[config.mk]
export PLATFORM = sky130hd
export DESIGN_NAME = ccr_bank
export DESIGN_NICKNAME = d
export VERILOG_FILES = /design/src/hw/ccr_pkg.sv /design/src/hw/ccr_field_reg.sv /design/src/hw/ccr_bank.sv
export SDC_FILE = /design/constraint.sdc
export NUM_CORES = 1
export LEC_CHECK = 0
export BUFFER_PORTS_ARGS = -buffer_cell sky130_fd_sc_hd__buf_4
export CAP_MARGIN = 25
export CORE_MARGIN = 8
export CORE_UTILIZATION = 50
export DETAILED_ROUTE_END_ITERATION = 8
export HOLD_SLACK_MARGIN = 0.15
export PLACE_DENSITY = 0.78
export SETUP_SLACK_MARGIN = 0.4
export SLEW_MARGIN = 15
export SYNTH_ARGS = -nofsm -noshare
export SYNTH_HDL_FRONTEND = slang
export SYNTH_HIERARCHICAL = 1
export SYNTH_SLANG_ARGS = --single-unit
[constraint.sdc]
create_clock -name CLK -period 7.8 [get_ports CLK]
set_input_delay 1.17 -clock CLK [delete_from_list [all_inputs] [get_ports CLK]]
set_output_delay 1.17 -clock CLK [all_outputs]
set_load 0.01 [all_outputs]
[src/hw/ccr_pkg.sv]
// Constants shared by the charger configuration register bank
package ccr_pkg;
  localparam int DATA_W = 8;
  localparam int ADDR_W = 8;

  // Register offsets
  localparam logic [7:0] OFS_TERM = 8'h03;
  localparam logic [7:0] OFS_CURR = 8'h04;
  localparam logic [7:0] OFS_THRS = 8'h05;
  localparam logic [7:0] OFS_TIMER = 8'h06;
  localparam logic [7:0] OFS_FUNC = 8'h07;

  // Reset values
  localparam logic [7:0] TERM_RST = 8'h02;
  localparam logic [7:0] CURR_RST = 8'h29;
  localparam logic [7:0] THRS_RST = 8'h2B;
  localparam logic [7:0] TIMER_RST = 8'h07;
  localparam logic [7:0] FUNC_RST = 8'h0C;

  // Writable bits and bits loaded from factory straps
  localparam logic [7:0] ALL_MASK = 8'hFF;
  localparam logic [7:0] NONE_MASK = 8'h00;
  localparam logic [7:0] TIMER_MASK = 8'h0F;
  localparam logic [7:0] TERM_STRAP_MASK = 8'hFC;
  localparam logic [7:0] FUNC_STRAP_MASK = 8'h01;

  // Field positions
  localparam int FLOAT_VOLTAGE_CODE_LSB = 2;
  localparam int TRK_LSB = 0;
  localparam int END_CURRENT_CODE_LSB = 5;
  localparam int FAST_CURRENT_CODE_LSB = 0;
  localparam int RCH_INH_BIT = 7;
  localparam int RECHARGE_OFFSET_CODE_LSB = 5;
  localparam int VDEAD_LSB = 3;
  localparam int WEAK_BATTERY_THRESHOLD_CODE_LSB = 0;
  localparam int COMPLETION_TIMER_BIT = 3;
  localparam int STMR_EN_BIT = 2;
  localparam int STMR_LSB = 0;
  localparam int PROF_BIT = 7;
  localparam int COOL_BIT = 6;
  localparam int ISO_OFF_BIT = 4;
  localparam int REG_EN_BIT = 3;
  localparam int EOC_BIT = 2;
  localparam int ADPT_BIT = 1;
  localparam int CHG_EN_BIT = 0;

  // Code decoding, voltages in mV or 10 mV, currents in mA or 0.1 mA
  localparam logic [15:0] FLOAT_VOLTAGE_CODE_BASE_MV = 16'h0DE8;
  localparam logic [15:0] FLOAT_VOLTAGE_CODE_STEP_MV = 16'h0014;
  localparam logic [5:0] FLOAT_VOLTAGE_CODE_CAP_CODE = 6'h37;
  localparam logic [15:0] TRK_TABLE [4] = '{16'h000A, 16'h0019, 16'h0032, 16'h0064};
  localparam logic [15:0] END_CURRENT_CODE_C1 = 16'h0032;
  localparam logic [15:0] END_CURRENT_CODE_C2 = 16'h004B;
  localparam logic [15:0] END_CURRENT_CODE_BASE = 16'h007D;
  localparam logic [15:0] END_CURRENT_CODE_STEP = 16'h0032;
  localparam logic [2:0] END_CURRENT_CODE_LIN_CODE = 3'h3;
  localparam logic [15:0] FAST_CURRENT_CODE_STEP_MA = 16'h000A;
  localparam logic [15:0] RECHARGE_OFFSET_CODE_STEP_MV = 16'h003C;
  localparam logic [15:0] VDEAD_TABLE [4] = '{16'h00C8, 16'h00FA, 16'h0104, 16'h0122};
  localparam logic [15:0] WEAK_BATTERY_THRESHOLD_CODE_BASE = 16'h010E;
  localparam logic [15:0] WEAK_BATTERY_THRESHOLD_CODE_STEP = 16'h000A;
  localparam logic [15:0] TRK_TMR_STEP_MIN = 16'h000F;
  localparam logic [15:0] FAST_TMR_STEP_MIN = 16'h0096;
  localparam logic [15:0] COOL_DIV_HALF = 16'h0002;
  localparam logic [15:0] COOL_DIV_TENTH = 16'h000A;

  // Timing
  localparam int CLK_HZ = 25000000;
  localparam int DEGLITCH_MS = 32;
  localparam int COMPLETION_MS = 1000;
  localparam int DG_CYCLES_DEF = DEGLITCH_MS * (CLK_HZ / 1000);
  localparam int END_CYCLES_DEF = COMPLETION_MS * (CLK_HZ / 1000);
  localparam int TMR_W = 26;
  localparam logic [1:0] STRAP_LOAD_CNT = 2'h2;

  typedef enum {EOC_IDLE, EOC_DEGLITCH, EOC_HOLDOFF, EOC_DONE} ccr_eoc_e;
endpackage

[src/hw/ccr_field_reg.sv]
// One eight-bit configuration register with masked write and strap load
`timescale 1ns/10ps
`default_nettype none
module ccr_field_reg #(
  parameter logic [7:0] RST_VAL = 8'h00,
  parameter logic [7:0] WR_MASK = 8'hFF,
  parameter logic [7:0] STRAP_MASK = 8'h00
) (
  input wire logic clk,
  input wire logic rst_n,
  input wire logic wr_en,
  input wire logic [7:0] wdata,
  input wire logic strap_load,
  input wire logic [7:0] strap_val,
  output logic [7:0] q
);
  always_ff @(posedge clk or negedge rst_n) begin
    if (!rst_n) begin
      q <= RST_VAL;
    end else if (strap_load) begin
      q <= (q & ~STRAP_MASK) | (strap_val & STRAP_MASK);
    end else if (wr_en) begin
      // Any code is kept as written, reserved ones included
      q <= wdata & WR_MASK;
    end
  end
endmodule
`default_nettype wire

[src/hw/ccr_bank.sv]
// Charger configuration register bank with decoded settings and end-of-charge qualifier
`timescale 1ns/10ps
`default_nettype none
// Contract
// Float code steps 20 mV to 4.64 V; codes 110111 and above give 4.66 V.
// Trickle current code: 1, 2.5, 5, 10 mA; resets to 5 mA.
// End current code 001 5 mA, 010 7.5 mA, then 12.5 to 32.5 mA; default 001.
// Fast current 10 mA per step from 10 mA to 320 mA; default 100 mA.
// Recharge inhibit bit suppresses automatic recharge when set; resets clear.
// Recharge offset 120, 180, 240 mV; default code 01.
// Dead battery threshold 2.0, 2.5, 2.6, 2.9 V; default 2.5 V.
// Weak battery threshold 2.7 V to 3.4 V in 0.1 V steps; default 3.0 V.
// Completion timer off when bit clear; 32 ms deglitch still qualifies completion.
// Safety timer enable runs both trickle and fast timers; resets set.
// Timeout pair 15/150 up to 60/600 minutes; default 60/600.
// Temperature profile enable bit; resets clear.
// Cool zone current: half when clear, one tenth when set; resets clear.
// Force-off opens isolation switch; supply shuts only with battery present.
// Charge regulator enable bit; resets set.
// End of charge may be declared only while its permit bit is set.
// Adaptive input current limit enable bit; resets clear.
// Charging runs only with charge enable and regulator enable set; factory reset.
// Unlisted codes are stored as written and flagged as reserved.
module ccr_bank #(
  parameter int DG_CYCLES = ccr_pkg::DG_CYCLES_DEF,
  parameter int END_CYCLES = ccr_pkg::END_CYCLES_DEF
) (
  input wire logic CLK,
  input wire logic RST_N,
  input wire logic [7:0] REG_ADDR,
  input wire logic [7:0] REG_WDATA,
  input wire logic REG_WR,
  input wire logic REG_RD,
  output logic [7:0] REG_RDATA,
  output logic REG_RVALID,
  output logic REG_READY,
  input wire logic [5:0] FACTORY_FLOAT_CODE,
  input wire logic FACTORY_CHARGING_ENABLE,
  input wire logic EOC_DETECT,
  input wire logic BATTERY_PRESENT,
  output logic [15:0] FLOAT_VOLTAGE_MV,
  output logic [15:0] TRICKLE_CURRENT_DMA,
  output logic [15:0] END_CURRENT_DMA,
  output logic [15:0] FAST_CURRENT_MA,
  output logic [15:0] COOL_CURRENT_MA,
  output logic RECHARGE_ENABLE,
  output logic [15:0] RECHARGE_OFFSET_MV,
  output logic [15:0] DEAD_THRESHOLD_CV,
  output logic [15:0] WEAK_THRESHOLD_CV,
  output logic SAFETY_TIMER_RUN,
  output logic [15:0] TRICKLE_TIMEOUT_MIN,
  output logic [15:0] FAST_TIMEOUT_MIN,
  output logic PROFILE_ENABLE,
  output logic ISOLATION_SWITCH_ON,
  output logic SYSTEM_SUPPLY_OFF,
  output logic REGULATOR_ON,
  output logic ADAPTIVE_LIMIT_ON,
  output logic CHARGE_RUN,
  output logic CHARGE_DONE,
  output logic RESERVED_CODE
);
  logic [5:0] strap_code_meta, strap_code_sync;
  logic strap_en_meta, strap_en_sync;
  logic eoc_meta, eoc_sync, bat_meta, bat_sync;
  logic [1:0] load_cnt_reg;
  logic loaded_reg;
  logic strap_load;
  logic wr_ok;
  logic [7:0] term_q, curr_q, thrs_q, timer_q, func_q;
  logic [5:0] float_voltage_code;
  logic [1:0] trickle_current_code, recharge_offset_code, dead_battery_threshold_code, safety_timer_period;
  logic [2:0] end_current_code, weak_battery_threshold_code;
  logic [4:0] fast_current_code;
  logic recharge_inhibit, completion_timer_enable, safety_timer_enable;
  logic temperature_profile_enable, cool_zone_current_select, isolation_switch_force_off;
  logic charge_regulator_enable, eoc_allow, adaptive_enable, charging_enable;
  logic [15:0] fast_ma;
  logic [5:0] vcode_capped;
  ccr_pkg::ccr_eoc_e eoc_state_reg;
  logic [ccr_pkg::TMR_W-1:0] eoc_cnt_reg;
  logic eoc_qual;

  // Synchronisers for pins
  always_ff @(posedge CLK or negedge RST_N) begin
    if (!RST_N) begin
      strap_code_meta <= 6'h00;
      strap_code_sync <= 6'h00;
      strap_en_meta <= 1'b0;
      strap_en_sync <= 1'b0;
      eoc_meta <= 1'b0;
      eoc_sync <= 1'b0;
      bat_meta <= 1'b0;
      bat_sync <= 1'b0;
    end else begin
      strap_code_meta <= FACTORY_FLOAT_CODE;
      strap_code_sync <= strap_code_meta;
      strap_en_meta <= FACTORY_CHARGING_ENABLE;
      strap_en_sync <= strap_en_meta;
      eoc_meta <= EOC_DETECT;
      eoc_sync <= eoc_meta;
      bat_meta <= BATTERY_PRESENT;
      bat_sync <= bat_meta;
    end
  end

  // Factory values are loaded once the strap synchronisers have settled
  always_ff @(posedge CLK or negedge RST_N) begin
    if (!RST_N) begin
      load_cnt_reg <= 2'h0;
      loaded_reg <= 1'b0;
    end else if (!loaded_reg) begin
      load_cnt_reg <= load_cnt_reg + 2'h1;
      if (load_cnt_reg == ccr_pkg::STRAP_LOAD_CNT) begin
        loaded_reg <= 1'b1;
      end
    end
  end
  assign strap_load = !loaded_reg && (load_cnt_reg == ccr_pkg::STRAP_LOAD_CNT);
  assign wr_ok = REG_WR && loaded_reg;

  ccr_field_reg #(.RST_VAL(ccr_pkg::TERM_RST), .WR_MASK(ccr_pkg::ALL_MASK), .STRAP_MASK(ccr_pkg::TERM_STRAP_MASK))
  u_term (.clk(CLK), .rst_n(RST_N), .wr_en(wr_ok && REG_ADDR == ccr_pkg::OFS_TERM), .wdata(REG_WDATA),
    .strap_load(strap_load), .strap_val({strap_code_sync, 2'h0}), .q(term_q));
  ccr_field_reg #(.RST_VAL(ccr_pkg::CURR_RST), .WR_MASK(ccr_pkg::ALL_MASK), .STRAP_MASK(ccr_pkg::NONE_MASK))
  u_curr (.clk(CLK), .rst_n(RST_N), .wr_en(wr_ok && REG_ADDR == ccr_pkg::OFS_CURR), .wdata(REG_WDATA),
    .strap_load(1'b0), .strap_val(8'h00), .q(curr_q));
  ccr_field_reg #(.RST_VAL(ccr_pkg::THRS_RST), .WR_MASK(ccr_pkg::ALL_MASK), .STRAP_MASK(ccr_pkg::NONE_MASK))
  u_thrs (.clk(CLK), .rst_n(RST_N), .wr_en(wr_ok && REG_ADDR == ccr_pkg::OFS_THRS), .wdata(REG_WDATA),
    .strap_load(1'b0), .strap_val(8'h00), .q(thrs_q));
  ccr_field_reg #(.RST_VAL(ccr_pkg::TIMER_RST), .WR_MASK(ccr_pkg::TIMER_MASK), .STRAP_MASK(ccr_pkg::NONE_MASK))
  u_timer (.clk(CLK), .rst_n(RST_N), .wr_en(wr_ok && REG_ADDR == ccr_pkg::OFS_TIMER), .wdata(REG_WDATA),
    .strap_load(1'b0), .strap_val(8'h00), .q(timer_q));
  ccr_field_reg #(.RST_VAL(ccr_pkg::FUNC_RST), .WR_MASK(ccr_pkg::ALL_MASK), .STRAP_MASK(ccr_pkg::FUNC_STRAP_MASK))
  u_func (.clk(CLK), .rst_n(RST_N), .wr_en(wr_ok && REG_ADDR == ccr_pkg::OFS_FUNC), .wdata(REG_WDATA),
    .strap_load(strap_load), .strap_val({7'h00, strap_en_sync}), .q(func_q));

  assign float_voltage_code = term_q[ccr_pkg::FLOAT_VOLTAGE_CODE_LSB +: 6];
  assign trickle_current_code = term_q[ccr_pkg::TRK_LSB +: 2];
  assign end_current_code = curr_q[ccr_pkg::END_CURRENT_CODE_LSB +: 3];
  assign fast_current_code = curr_q[ccr_pkg::FAST_CURRENT_CODE_LSB +: 5];
  assign recharge_inhibit = thrs_q[ccr_pkg::RCH_INH_BIT];
  assign recharge_offset_code = thrs_q[ccr_pkg::RECHARGE_OFFSET_CODE_LSB +: 2];
  assign dead_battery_threshold_code = thrs_q[ccr_pkg::VDEAD_LSB +: 2];
  assign weak_battery_threshold_code = thrs_q[ccr_pkg::WEAK_BATTERY_THRESHOLD_CODE_LSB +: 3];
  assign completion_timer_enable = timer_q[ccr_pkg::COMPLETION_TIMER_BIT];
  assign safety_timer_enable = timer_q[ccr_pkg::STMR_EN_BIT];
  assign safety_timer_period = timer_q[ccr_pkg::STMR_LSB +: 2];
  assign temperature_profile_enable = func_q[ccr_pkg::PROF_BIT];
  assign cool_zone_current_select = func_q[ccr_pkg::COOL_BIT];
  assign isolation_switch_force_off = func_q[ccr_pkg::ISO_OFF_BIT];
  assign charge_regulator_enable = func_q[ccr_pkg::REG_EN_BIT];
  assign eoc_allow = func_q[ccr_pkg::EOC_BIT];
  assign adaptive_enable = func_q[ccr_pkg::ADPT_BIT];
  assign charging_enable = func_q[ccr_pkg::CHG_EN_BIT];

  assign vcode_capped = (float_voltage_code > ccr_pkg::FLOAT_VOLTAGE_CODE_CAP_CODE) ? ccr_pkg::FLOAT_VOLTAGE_CODE_CAP_CODE : float_voltage_code;
  assign fast_ma = 16'(({11'h000, fast_current_code} + 16'h0001) * ccr_pkg::FAST_CURRENT_CODE_STEP_MA);

  // Register read port, unmapped offsets read zero
  always_ff @(posedge CLK or negedge RST_N) begin
    if (!RST_N) begin
      REG_RDATA <= 8'h00;
      REG_RVALID <= 1'b0;
      REG_READY <= 1'b0;
    end else begin
      REG_RVALID <= REG_RD;
      REG_READY <= loaded_reg;
      if (REG_RD) begin
        case (REG_ADDR)
          ccr_pkg::OFS_TERM: REG_RDATA <= term_q;
          ccr_pkg::OFS_CURR: REG_RDATA <= curr_q;
          ccr_pkg::OFS_THRS: REG_RDATA <= thrs_q;
          ccr_pkg::OFS_TIMER: REG_RDATA <= timer_q;
          ccr_pkg::OFS_FUNC: REG_RDATA <= func_q;
          default: REG_RDATA <= 8'h00;
        endcase
      end
    end
  end

  // Decoded analog settings
  always_ff @(posedge CLK or negedge RST_N) begin
    if (!RST_N) begin
      FLOAT_VOLTAGE_MV <= 16'h0000;
      TRICKLE_CURRENT_DMA <= 16'h0000;
      END_CURRENT_DMA <= 16'h0000;
      FAST_CURRENT_MA <= 16'h0000;
      COOL_CURRENT_MA <= 16'h0000;
      RECHARGE_OFFSET_MV <= 16'h0000;
      DEAD_THRESHOLD_CV <= 16'h0000;
      WEAK_THRESHOLD_CV <= 16'h0000;
      RESERVED_CODE <= 1'b0;
    end else begin
      FLOAT_VOLTAGE_MV <= 16'(ccr_pkg::FLOAT_VOLTAGE_CODE_BASE_MV + {10'h000, vcode_capped} * ccr_pkg::FLOAT_VOLTAGE_CODE_STEP_MV);
      TRICKLE_CURRENT_DMA <= ccr_pkg::TRK_TABLE[trickle_current_code];
      case (end_current_code)
        3'h0: END_CURRENT_DMA <= 16'h0000;
        3'h1: END_CURRENT_DMA <= ccr_pkg::END_CURRENT_CODE_C1;
        3'h2: END_CURRENT_DMA <= ccr_pkg::END_CURRENT_CODE_C2;
        default: END_CURRENT_DMA <= 16'(ccr_pkg::END_CURRENT_CODE_BASE
          + {13'h0000, 3'(end_current_code - ccr_pkg::END_CURRENT_CODE_LIN_CODE)} * ccr_pkg::END_CURRENT_CODE_STEP);
      endcase
      FAST_CURRENT_MA <= fast_ma;
      if (!temperature_profile_enable) begin
        COOL_CURRENT_MA <= fast_ma;
      end else if (cool_zone_current_select) begin
        COOL_CURRENT_MA <= fast_ma / ccr_pkg::COOL_DIV_TENTH;
      end else begin
        COOL_CURRENT_MA <= fast_ma / ccr_pkg::COOL_DIV_HALF;
      end
      RECHARGE_OFFSET_MV <= 16'(({14'h0000, recharge_offset_code} + 16'h0001) * ccr_pkg::RECHARGE_OFFSET_CODE_STEP_MV);
      if (recharge_offset_code == 2'h0) begin
        RECHARGE_OFFSET_MV <= 16'h0000;
      end
      DEAD_THRESHOLD_CV <= ccr_pkg::VDEAD_TABLE[dead_battery_threshold_code];
      WEAK_THRESHOLD_CV <= 16'(ccr_pkg::WEAK_BATTERY_THRESHOLD_CODE_BASE + {13'h0000, weak_battery_threshold_code} * ccr_pkg::WEAK_BATTERY_THRESHOLD_CODE_STEP);
      RESERVED_CODE <= (end_current_code == 3'h0) || (recharge_offset_code == 2'h0);
    end
  end

  // Control outputs
  always_ff @(posedge CLK or negedge RST_N) begin
    if (!RST_N) begin
      RECHARGE_ENABLE <= 1'b0;
      SAFETY_TIMER_RUN <= 1'b0;
      TRICKLE_TIMEOUT_MIN <= 16'h0000;
      FAST_TIMEOUT_MIN <= 16'h0000;
      PROFILE_ENABLE <= 1'b0;
      ISOLATION_SWITCH_ON <= 1'b0;
      SYSTEM_SUPPLY_OFF <= 1'b0;
      REGULATOR_ON <= 1'b0;
      ADAPTIVE_LIMIT_ON <= 1'b0;
      CHARGE_RUN <= 1'b0;
    end else begin
      RECHARGE_ENABLE <= !recharge_inhibit;
      SAFETY_TIMER_RUN <= safety_timer_enable && CHARGE_RUN;
      TRICKLE_TIMEOUT_MIN <= 16'(({14'h0000, safety_timer_period} + 16'h0001) * ccr_pkg::TRK_TMR_STEP_MIN);
      FAST_TIMEOUT_MIN <= 16'(({14'h0000, safety_timer_period} + 16'h0001) * ccr_pkg::FAST_TMR_STEP_MIN);
      PROFILE_ENABLE <= temperature_profile_enable;
      ISOLATION_SWITCH_ON <= !isolation_switch_force_off;
      SYSTEM_SUPPLY_OFF <= isolation_switch_force_off && bat_sync;
      REGULATOR_ON <= charge_regulator_enable;
      ADAPTIVE_LIMIT_ON <= adaptive_enable && CHARGE_RUN;
      CHARGE_RUN <= charging_enable && charge_regulator_enable && loaded_reg;
    end
  end

  // End-of-charge qualifier: deglitch, then optional completion hold-off
  assign eoc_qual = eoc_sync && eoc_allow && CHARGE_RUN;
  always_ff @(posedge CLK or negedge RST_N) begin
    if (!RST_N) begin
      eoc_state_reg <= ccr_pkg::EOC_IDLE;
      eoc_cnt_reg <= '0;
      CHARGE_DONE <= 1'b0;
    end else if (!eoc_qual) begin
      eoc_state_reg <= ccr_pkg::EOC_IDLE;
      eoc_cnt_reg <= '0;
      CHARGE_DONE <= 1'b0;
    end else begin
      case (eoc_state_reg)
        ccr_pkg::EOC_IDLE: begin
          eoc_state_reg <= ccr_pkg::EOC_DEGLITCH;
          eoc_cnt_reg <= '0;
        end
        ccr_pkg::EOC_DEGLITCH: begin
          eoc_cnt_reg <= eoc_cnt_reg + 1'b1;
          if (eoc_cnt_reg == ccr_pkg::TMR_W'(DG_CYCLES - 1)) begin
            eoc_cnt_reg <= '0;
            if (completion_timer_enable) begin
              eoc_state_reg <= ccr_pkg::EOC_HOLDOFF;
            end else begin
              eoc_state_reg <= ccr_pkg::EOC_DONE;
              CHARGE_DONE <= 1'b1;
            end
          end
        end
        ccr_pkg::EOC_HOLDOFF: begin
          eoc_cnt_reg <= eoc_cnt_reg + 1'b1;
          if (eoc_cnt_reg == ccr_pkg::TMR_W'(END_CYCLES - 1)) begin
            eoc_state_reg <= ccr_pkg::EOC_DONE;
            CHARGE_DONE <= 1'b1;
          end
        end
        ccr_pkg::EOC_DONE: CHARGE_DONE <= 1'b1;
        default: eoc_state_reg <= ccr_pkg::EOC_IDLE;
      endcase
    end
  end

  // Checks
  charge_gate_a: assert property (@(posedge CLK) disable iff (!RST_N)
    CHARGE_RUN |-> $past(charging_enable) && $past(charge_regulator_enable)) else $error("charge ran ungated");
  iso_supply_a: assert property (@(posedge CLK) disable iff (!RST_N)
    SYSTEM_SUPPLY_OFF |-> !ISOLATION_SWITCH_ON || $past(isolation_switch_force_off) != isolation_switch_force_off)
    else $error("supply off with switch on");
  float_cap_a: assert property (@(posedge CLK) disable iff (!RST_N)
    $past(float_voltage_code) >= ccr_pkg::FLOAT_VOLTAGE_CODE_CAP_CODE |-> FLOAT_VOLTAGE_MV == 16'h1234)
    else $error("float voltage not capped");
  fast_curr_a: assert property (@(posedge CLK) disable iff (!RST_N)
    $past(fast_current_code) == 5'h1F |-> FAST_CURRENT_MA == 16'h0140) else $error("fast current top wrong");
  timer_pair_a: assert property (@(posedge CLK) disable iff (!RST_N)
    FAST_TIMEOUT_MIN == 16'(TRICKLE_TIMEOUT_MIN * 16'h000A)) else $error("timeout pair mismatch");
  done_needs_eoc_a: assert property (@(posedge CLK) disable iff (!RST_N)
    $rose(CHARGE_DONE) |-> $past(eoc_allow) && $past(eoc_state_reg) != ccr_pkg::EOC_IDLE)
    else $error("done without permit");
  deglitch_a: assert property (@(posedge CLK) disable iff (!RST_N)
    $rose(CHARGE_DONE) && $past(eoc_state_reg) == ccr_pkg::EOC_DEGLITCH
    |-> $past(eoc_cnt_reg) == ccr_pkg::TMR_W'(DG_CYCLES - 1) && !$past(completion_timer_enable))
    else $error("deglitch length wrong");
  read_back_a: assert property (@(posedge CLK) disable iff (!RST_N)
    wr_ok && REG_ADDR == ccr_pkg::OFS_CURR ##1 REG_RD && REG_ADDR == ccr_pkg::OFS_CURR && !REG_WR
    |=> REG_RVALID && REG_RDATA == $past(REG_WDATA, 2)) else $error("readback differs");
  reserved_a: assert property (@(posedge CLK) disable iff (!RST_N)
    $past(end_current_code) == 3'h0 |-> RESERVED_CODE && END_CURRENT_DMA == 16'h0000)
    else $error("reserved code not flagged");
  cover_done: cover property (@(posedge CLK) disable iff (!RST_N) $rose(CHARGE_DONE));
  cover_run: cover property (@(posedge CLK) disable iff (!RST_N) $rose(CHARGE_RUN));
  cover_iso: cover property (@(posedge CLK) disable iff (!RST_N) $rose(SYSTEM_SUPPLY_OFF));
  cover_cool: cover property (@(posedge CLK) disable iff (!RST_N) PROFILE_ENABLE && COOL_CURRENT_MA != FAST_CURRENT_MA);
endmodule
`default_nettype wire

==> metrics.yaml <==
largest_reg_flops: 26
finalSetupTns_ns: 0
viasPerCell: 5.16
status: "finished, final reports clean"
startpoint: "u_curr/q[0]$_DFFE_PN1P_"
timing.final.hold_violations: 0
gr-total-overflow: 0
total_power_mw: 2.26
syn_area_um2: 9810
critPathRequiredTime_ns: 8.11
slew_headroom: 0.276
n_antenna_cell: 0
antenna_found_initial: 0
dp.cells: 1278
ant_nets: 0
r2r_slack_ns: 2.18
gp_routability_congestion: 0.853
post-route-period-util: 0.720
start_kind: "flop"
async_reset_ff_frac: 1.00
post_cts_resized: 0
r2r_cells: 18
ys_seq_area_frac: 0.471
r2r_start: "u_curr/q[0]$_DFFE_PN1P_"
drt_pass1_iterations: 6
num_rows: 51
regArea_um2: 4620
crit_end: "COOL_CURRENT_MA[0]$_DFF_PN0_"
clock_latency_ns: 0.43
ir_worst_vdd_mv: 0.156
crit_arrival_ns: 5.93
tightest_slew_ns: 1.08
drc_errors: 0
io_buffers: 135
htree_levels: 4
fmax_mhz: 178
syn_avg_cell_area_um2: 10.8
end_kind: "flop"
ios: 209
die_y_um: 156
die_area_um2: 24400
dr_total_vias: 6766
hpwl_mm: 15.8
critical_path_class: "reg2reg"
cts_tree: "built"
finalNonFillerCells: 1312
drt_iter0_drc: 513
fp.dieW_um: 156
setup_viol: 0
core_area_um2: 19300
areaGrowthSynthToFinish_pct: 15.8
netlist_instances: 909
multi_input_area_um2: 4480
fillCellCount: 1624
synth_cell_types: 80
final_max_slew_viol_count: 0
p_leak_nw: 5.36
drive_gt1_frac: 0.228
fin_worst_skew_ns: 0.00707
cts_buffers: 17
synth-edff-count: 0
period_needed_ns: 5.62
grt_pass1_vias: 6903
power_density_nw_per_um2: 199
yosys_most_used_dff: "dfrtp_1"
track_usage: 0.178
reg2reg_to: "COOL_CURRENT_MA[0]$_DFF_PN0_"
holdCritPathClass: "reg2reg"
cts_setup_buffers: 0
initial_core_util: 0.508
wl_per_cell_um: 16.6
final_common_cell: "dfrtp_1"
hold_slack_ns: 0.348
clockBufferDepth: 2
synth_seq_cells: 184
rsz0062_at_grt: "no"
cts_hold_buf: 0
grt_max_degree: 109
worstPathMaxFanout: 14
drt_wl_total_mm: 21.7
final_cell_mix: "dfrtp_1, buf_4, conb_1"
fin_nets: 1123
cts.sink_count: 184
root_buffer: "clkbuf_16"
ys_warn_count: 6
grt_first_pass_wirelength_mm: 34.8
clk_transition_reported_paths_ns: 0.07
cap_viol_max_count: 0
==> cell families (layout without fill, tap and decap cells) <==
family,after synthesis,after routing,synth area share
muxes,45,45,0.0612
other,3,82,0.00115
adders and majority gates,60,60,0.0788
buffers and inverters,169,228,0.103
xor gates and xnor gates,52,52,0.0472
DFF,184,184,0.471
AOI/OAI and AO/OA,165,165,0.114
and+or+nand+nor,231,231,0.124
==> cell usage after synthesis (all sizes together), types with 6 or more instances <==
library cell	number	area share
mux2i	12	0.012
a222oi	8	0.0082
ha	57	0.073
xnor2	32	0.029
nor4	11	0.0070
nor3	13	0.0066
nand2	52	0.020
o31ai	6	0.0046
xor2	20	0.018
o211ai	6	0.0046
o22ai	13	0.0083
a22o	9	0.0080
and3	9	0.0064
a21oi	29	0.015
dfrtp	171	0.44
and2	7	0.0047
a211oi	7	0.0064
mux2	33	0.049
nand3	24	0.012
clkbuf	16	0.0061
nor2b	15	0.012
buf	98	0.076
o21ai	51	0.026
inv	54	0.021
nand2b	14	0.010
dfstp	13	0.035
nor2	57	0.022
==> metrics by stage <==
step           instance area (um^2)   util  setup slack [ns]
2_1_floorplan                 10100      -              2.87
3_3_place_gp                  10700  0.553              2.47
3_5_place_dp                  10700  0.553              2.30
4_1_cts                       11300  0.586              2.27
5_1_grt                       11400  0.588              1.81
6_report                      11400  0.588              2.18
==> power breakdown <==
| part | switching (mW) | internal, mW | total (mW) |
|---|---|---|---|
| logic | 0.167 | 0.130 | 0.296 |
| registers | 0.0286 | 1.01 | 1.03 |
| clock network | 0.369 | 0.557 | 0.926 |
==> final cells by class <==
type	count	area share
Clock buffer	19	0.0398
Clock inverter	13	0.0168
Inverter	55	0.0182
Multi-Input combinational cell	635	0.394
Sequential cell	184	0.406
Tap cell	265	0.0292
Timing Repair Buffer	141	0.0954
==> worst max-delay path, stage by stage (launching register included) <==
cell      delay (ns)
dfstp_2         0.69
inv_1           0.13
ha_1            0.37
inv_1           0.16
ha_1            0.25
ha_1            0.24
fa_1            0.47
nor3_1          0.21
a22oi_1         0.10
mux2i_1         0.76
nor3_1          0.24
a211oi_2        0.34
o221ai_2        0.17
a21o_4          0.27
o41ai_1         0.38
a211oi_2        0.12
o21ai_1         0.22
a211oi_1        0.10
o221a_1         0.27
==> per-layer routing <==
layer | global-route usage | vias up | wire (um)
met3 | 0.0463 | 29 | 1360
met4 | 0.0572 | 0 | 409
met1 | 0.226 | 3266 | 9480
met5 | 0 | - | 0
met2 | 0.290 | 250 | 10500
li1 | - | 3221 | -
==> worst min-delay path by stage <==
stage                                       startpoint                      endpoint  cells after the start
after CTS                 strap_code_meta[0]$_DFF_PN0_  strap_code_sync[0]$_DFF_PN0_                      0
after global placement              bat_meta$_DFF_PN0_            bat_sync$_DFF_PN0_                      0
after detailed placement  strap_code_meta[0]$_DFF_PN0_  strap_code_sync[0]$_DFF_PN0_                      0
after floorplan                     bat_meta$_DFF_PN0_            bat_sync$_DFF_PN0_                      0
final                     strap_code_meta[4]$_DFF_PN0_  strap_code_sync[4]$_DFF_PN0_                      0
after global routing      strap_code_meta[0]$_DFF_PN0_  strap_code_sync[0]$_DFF_PN0_                      0
(Power assumes the default switching activity.)
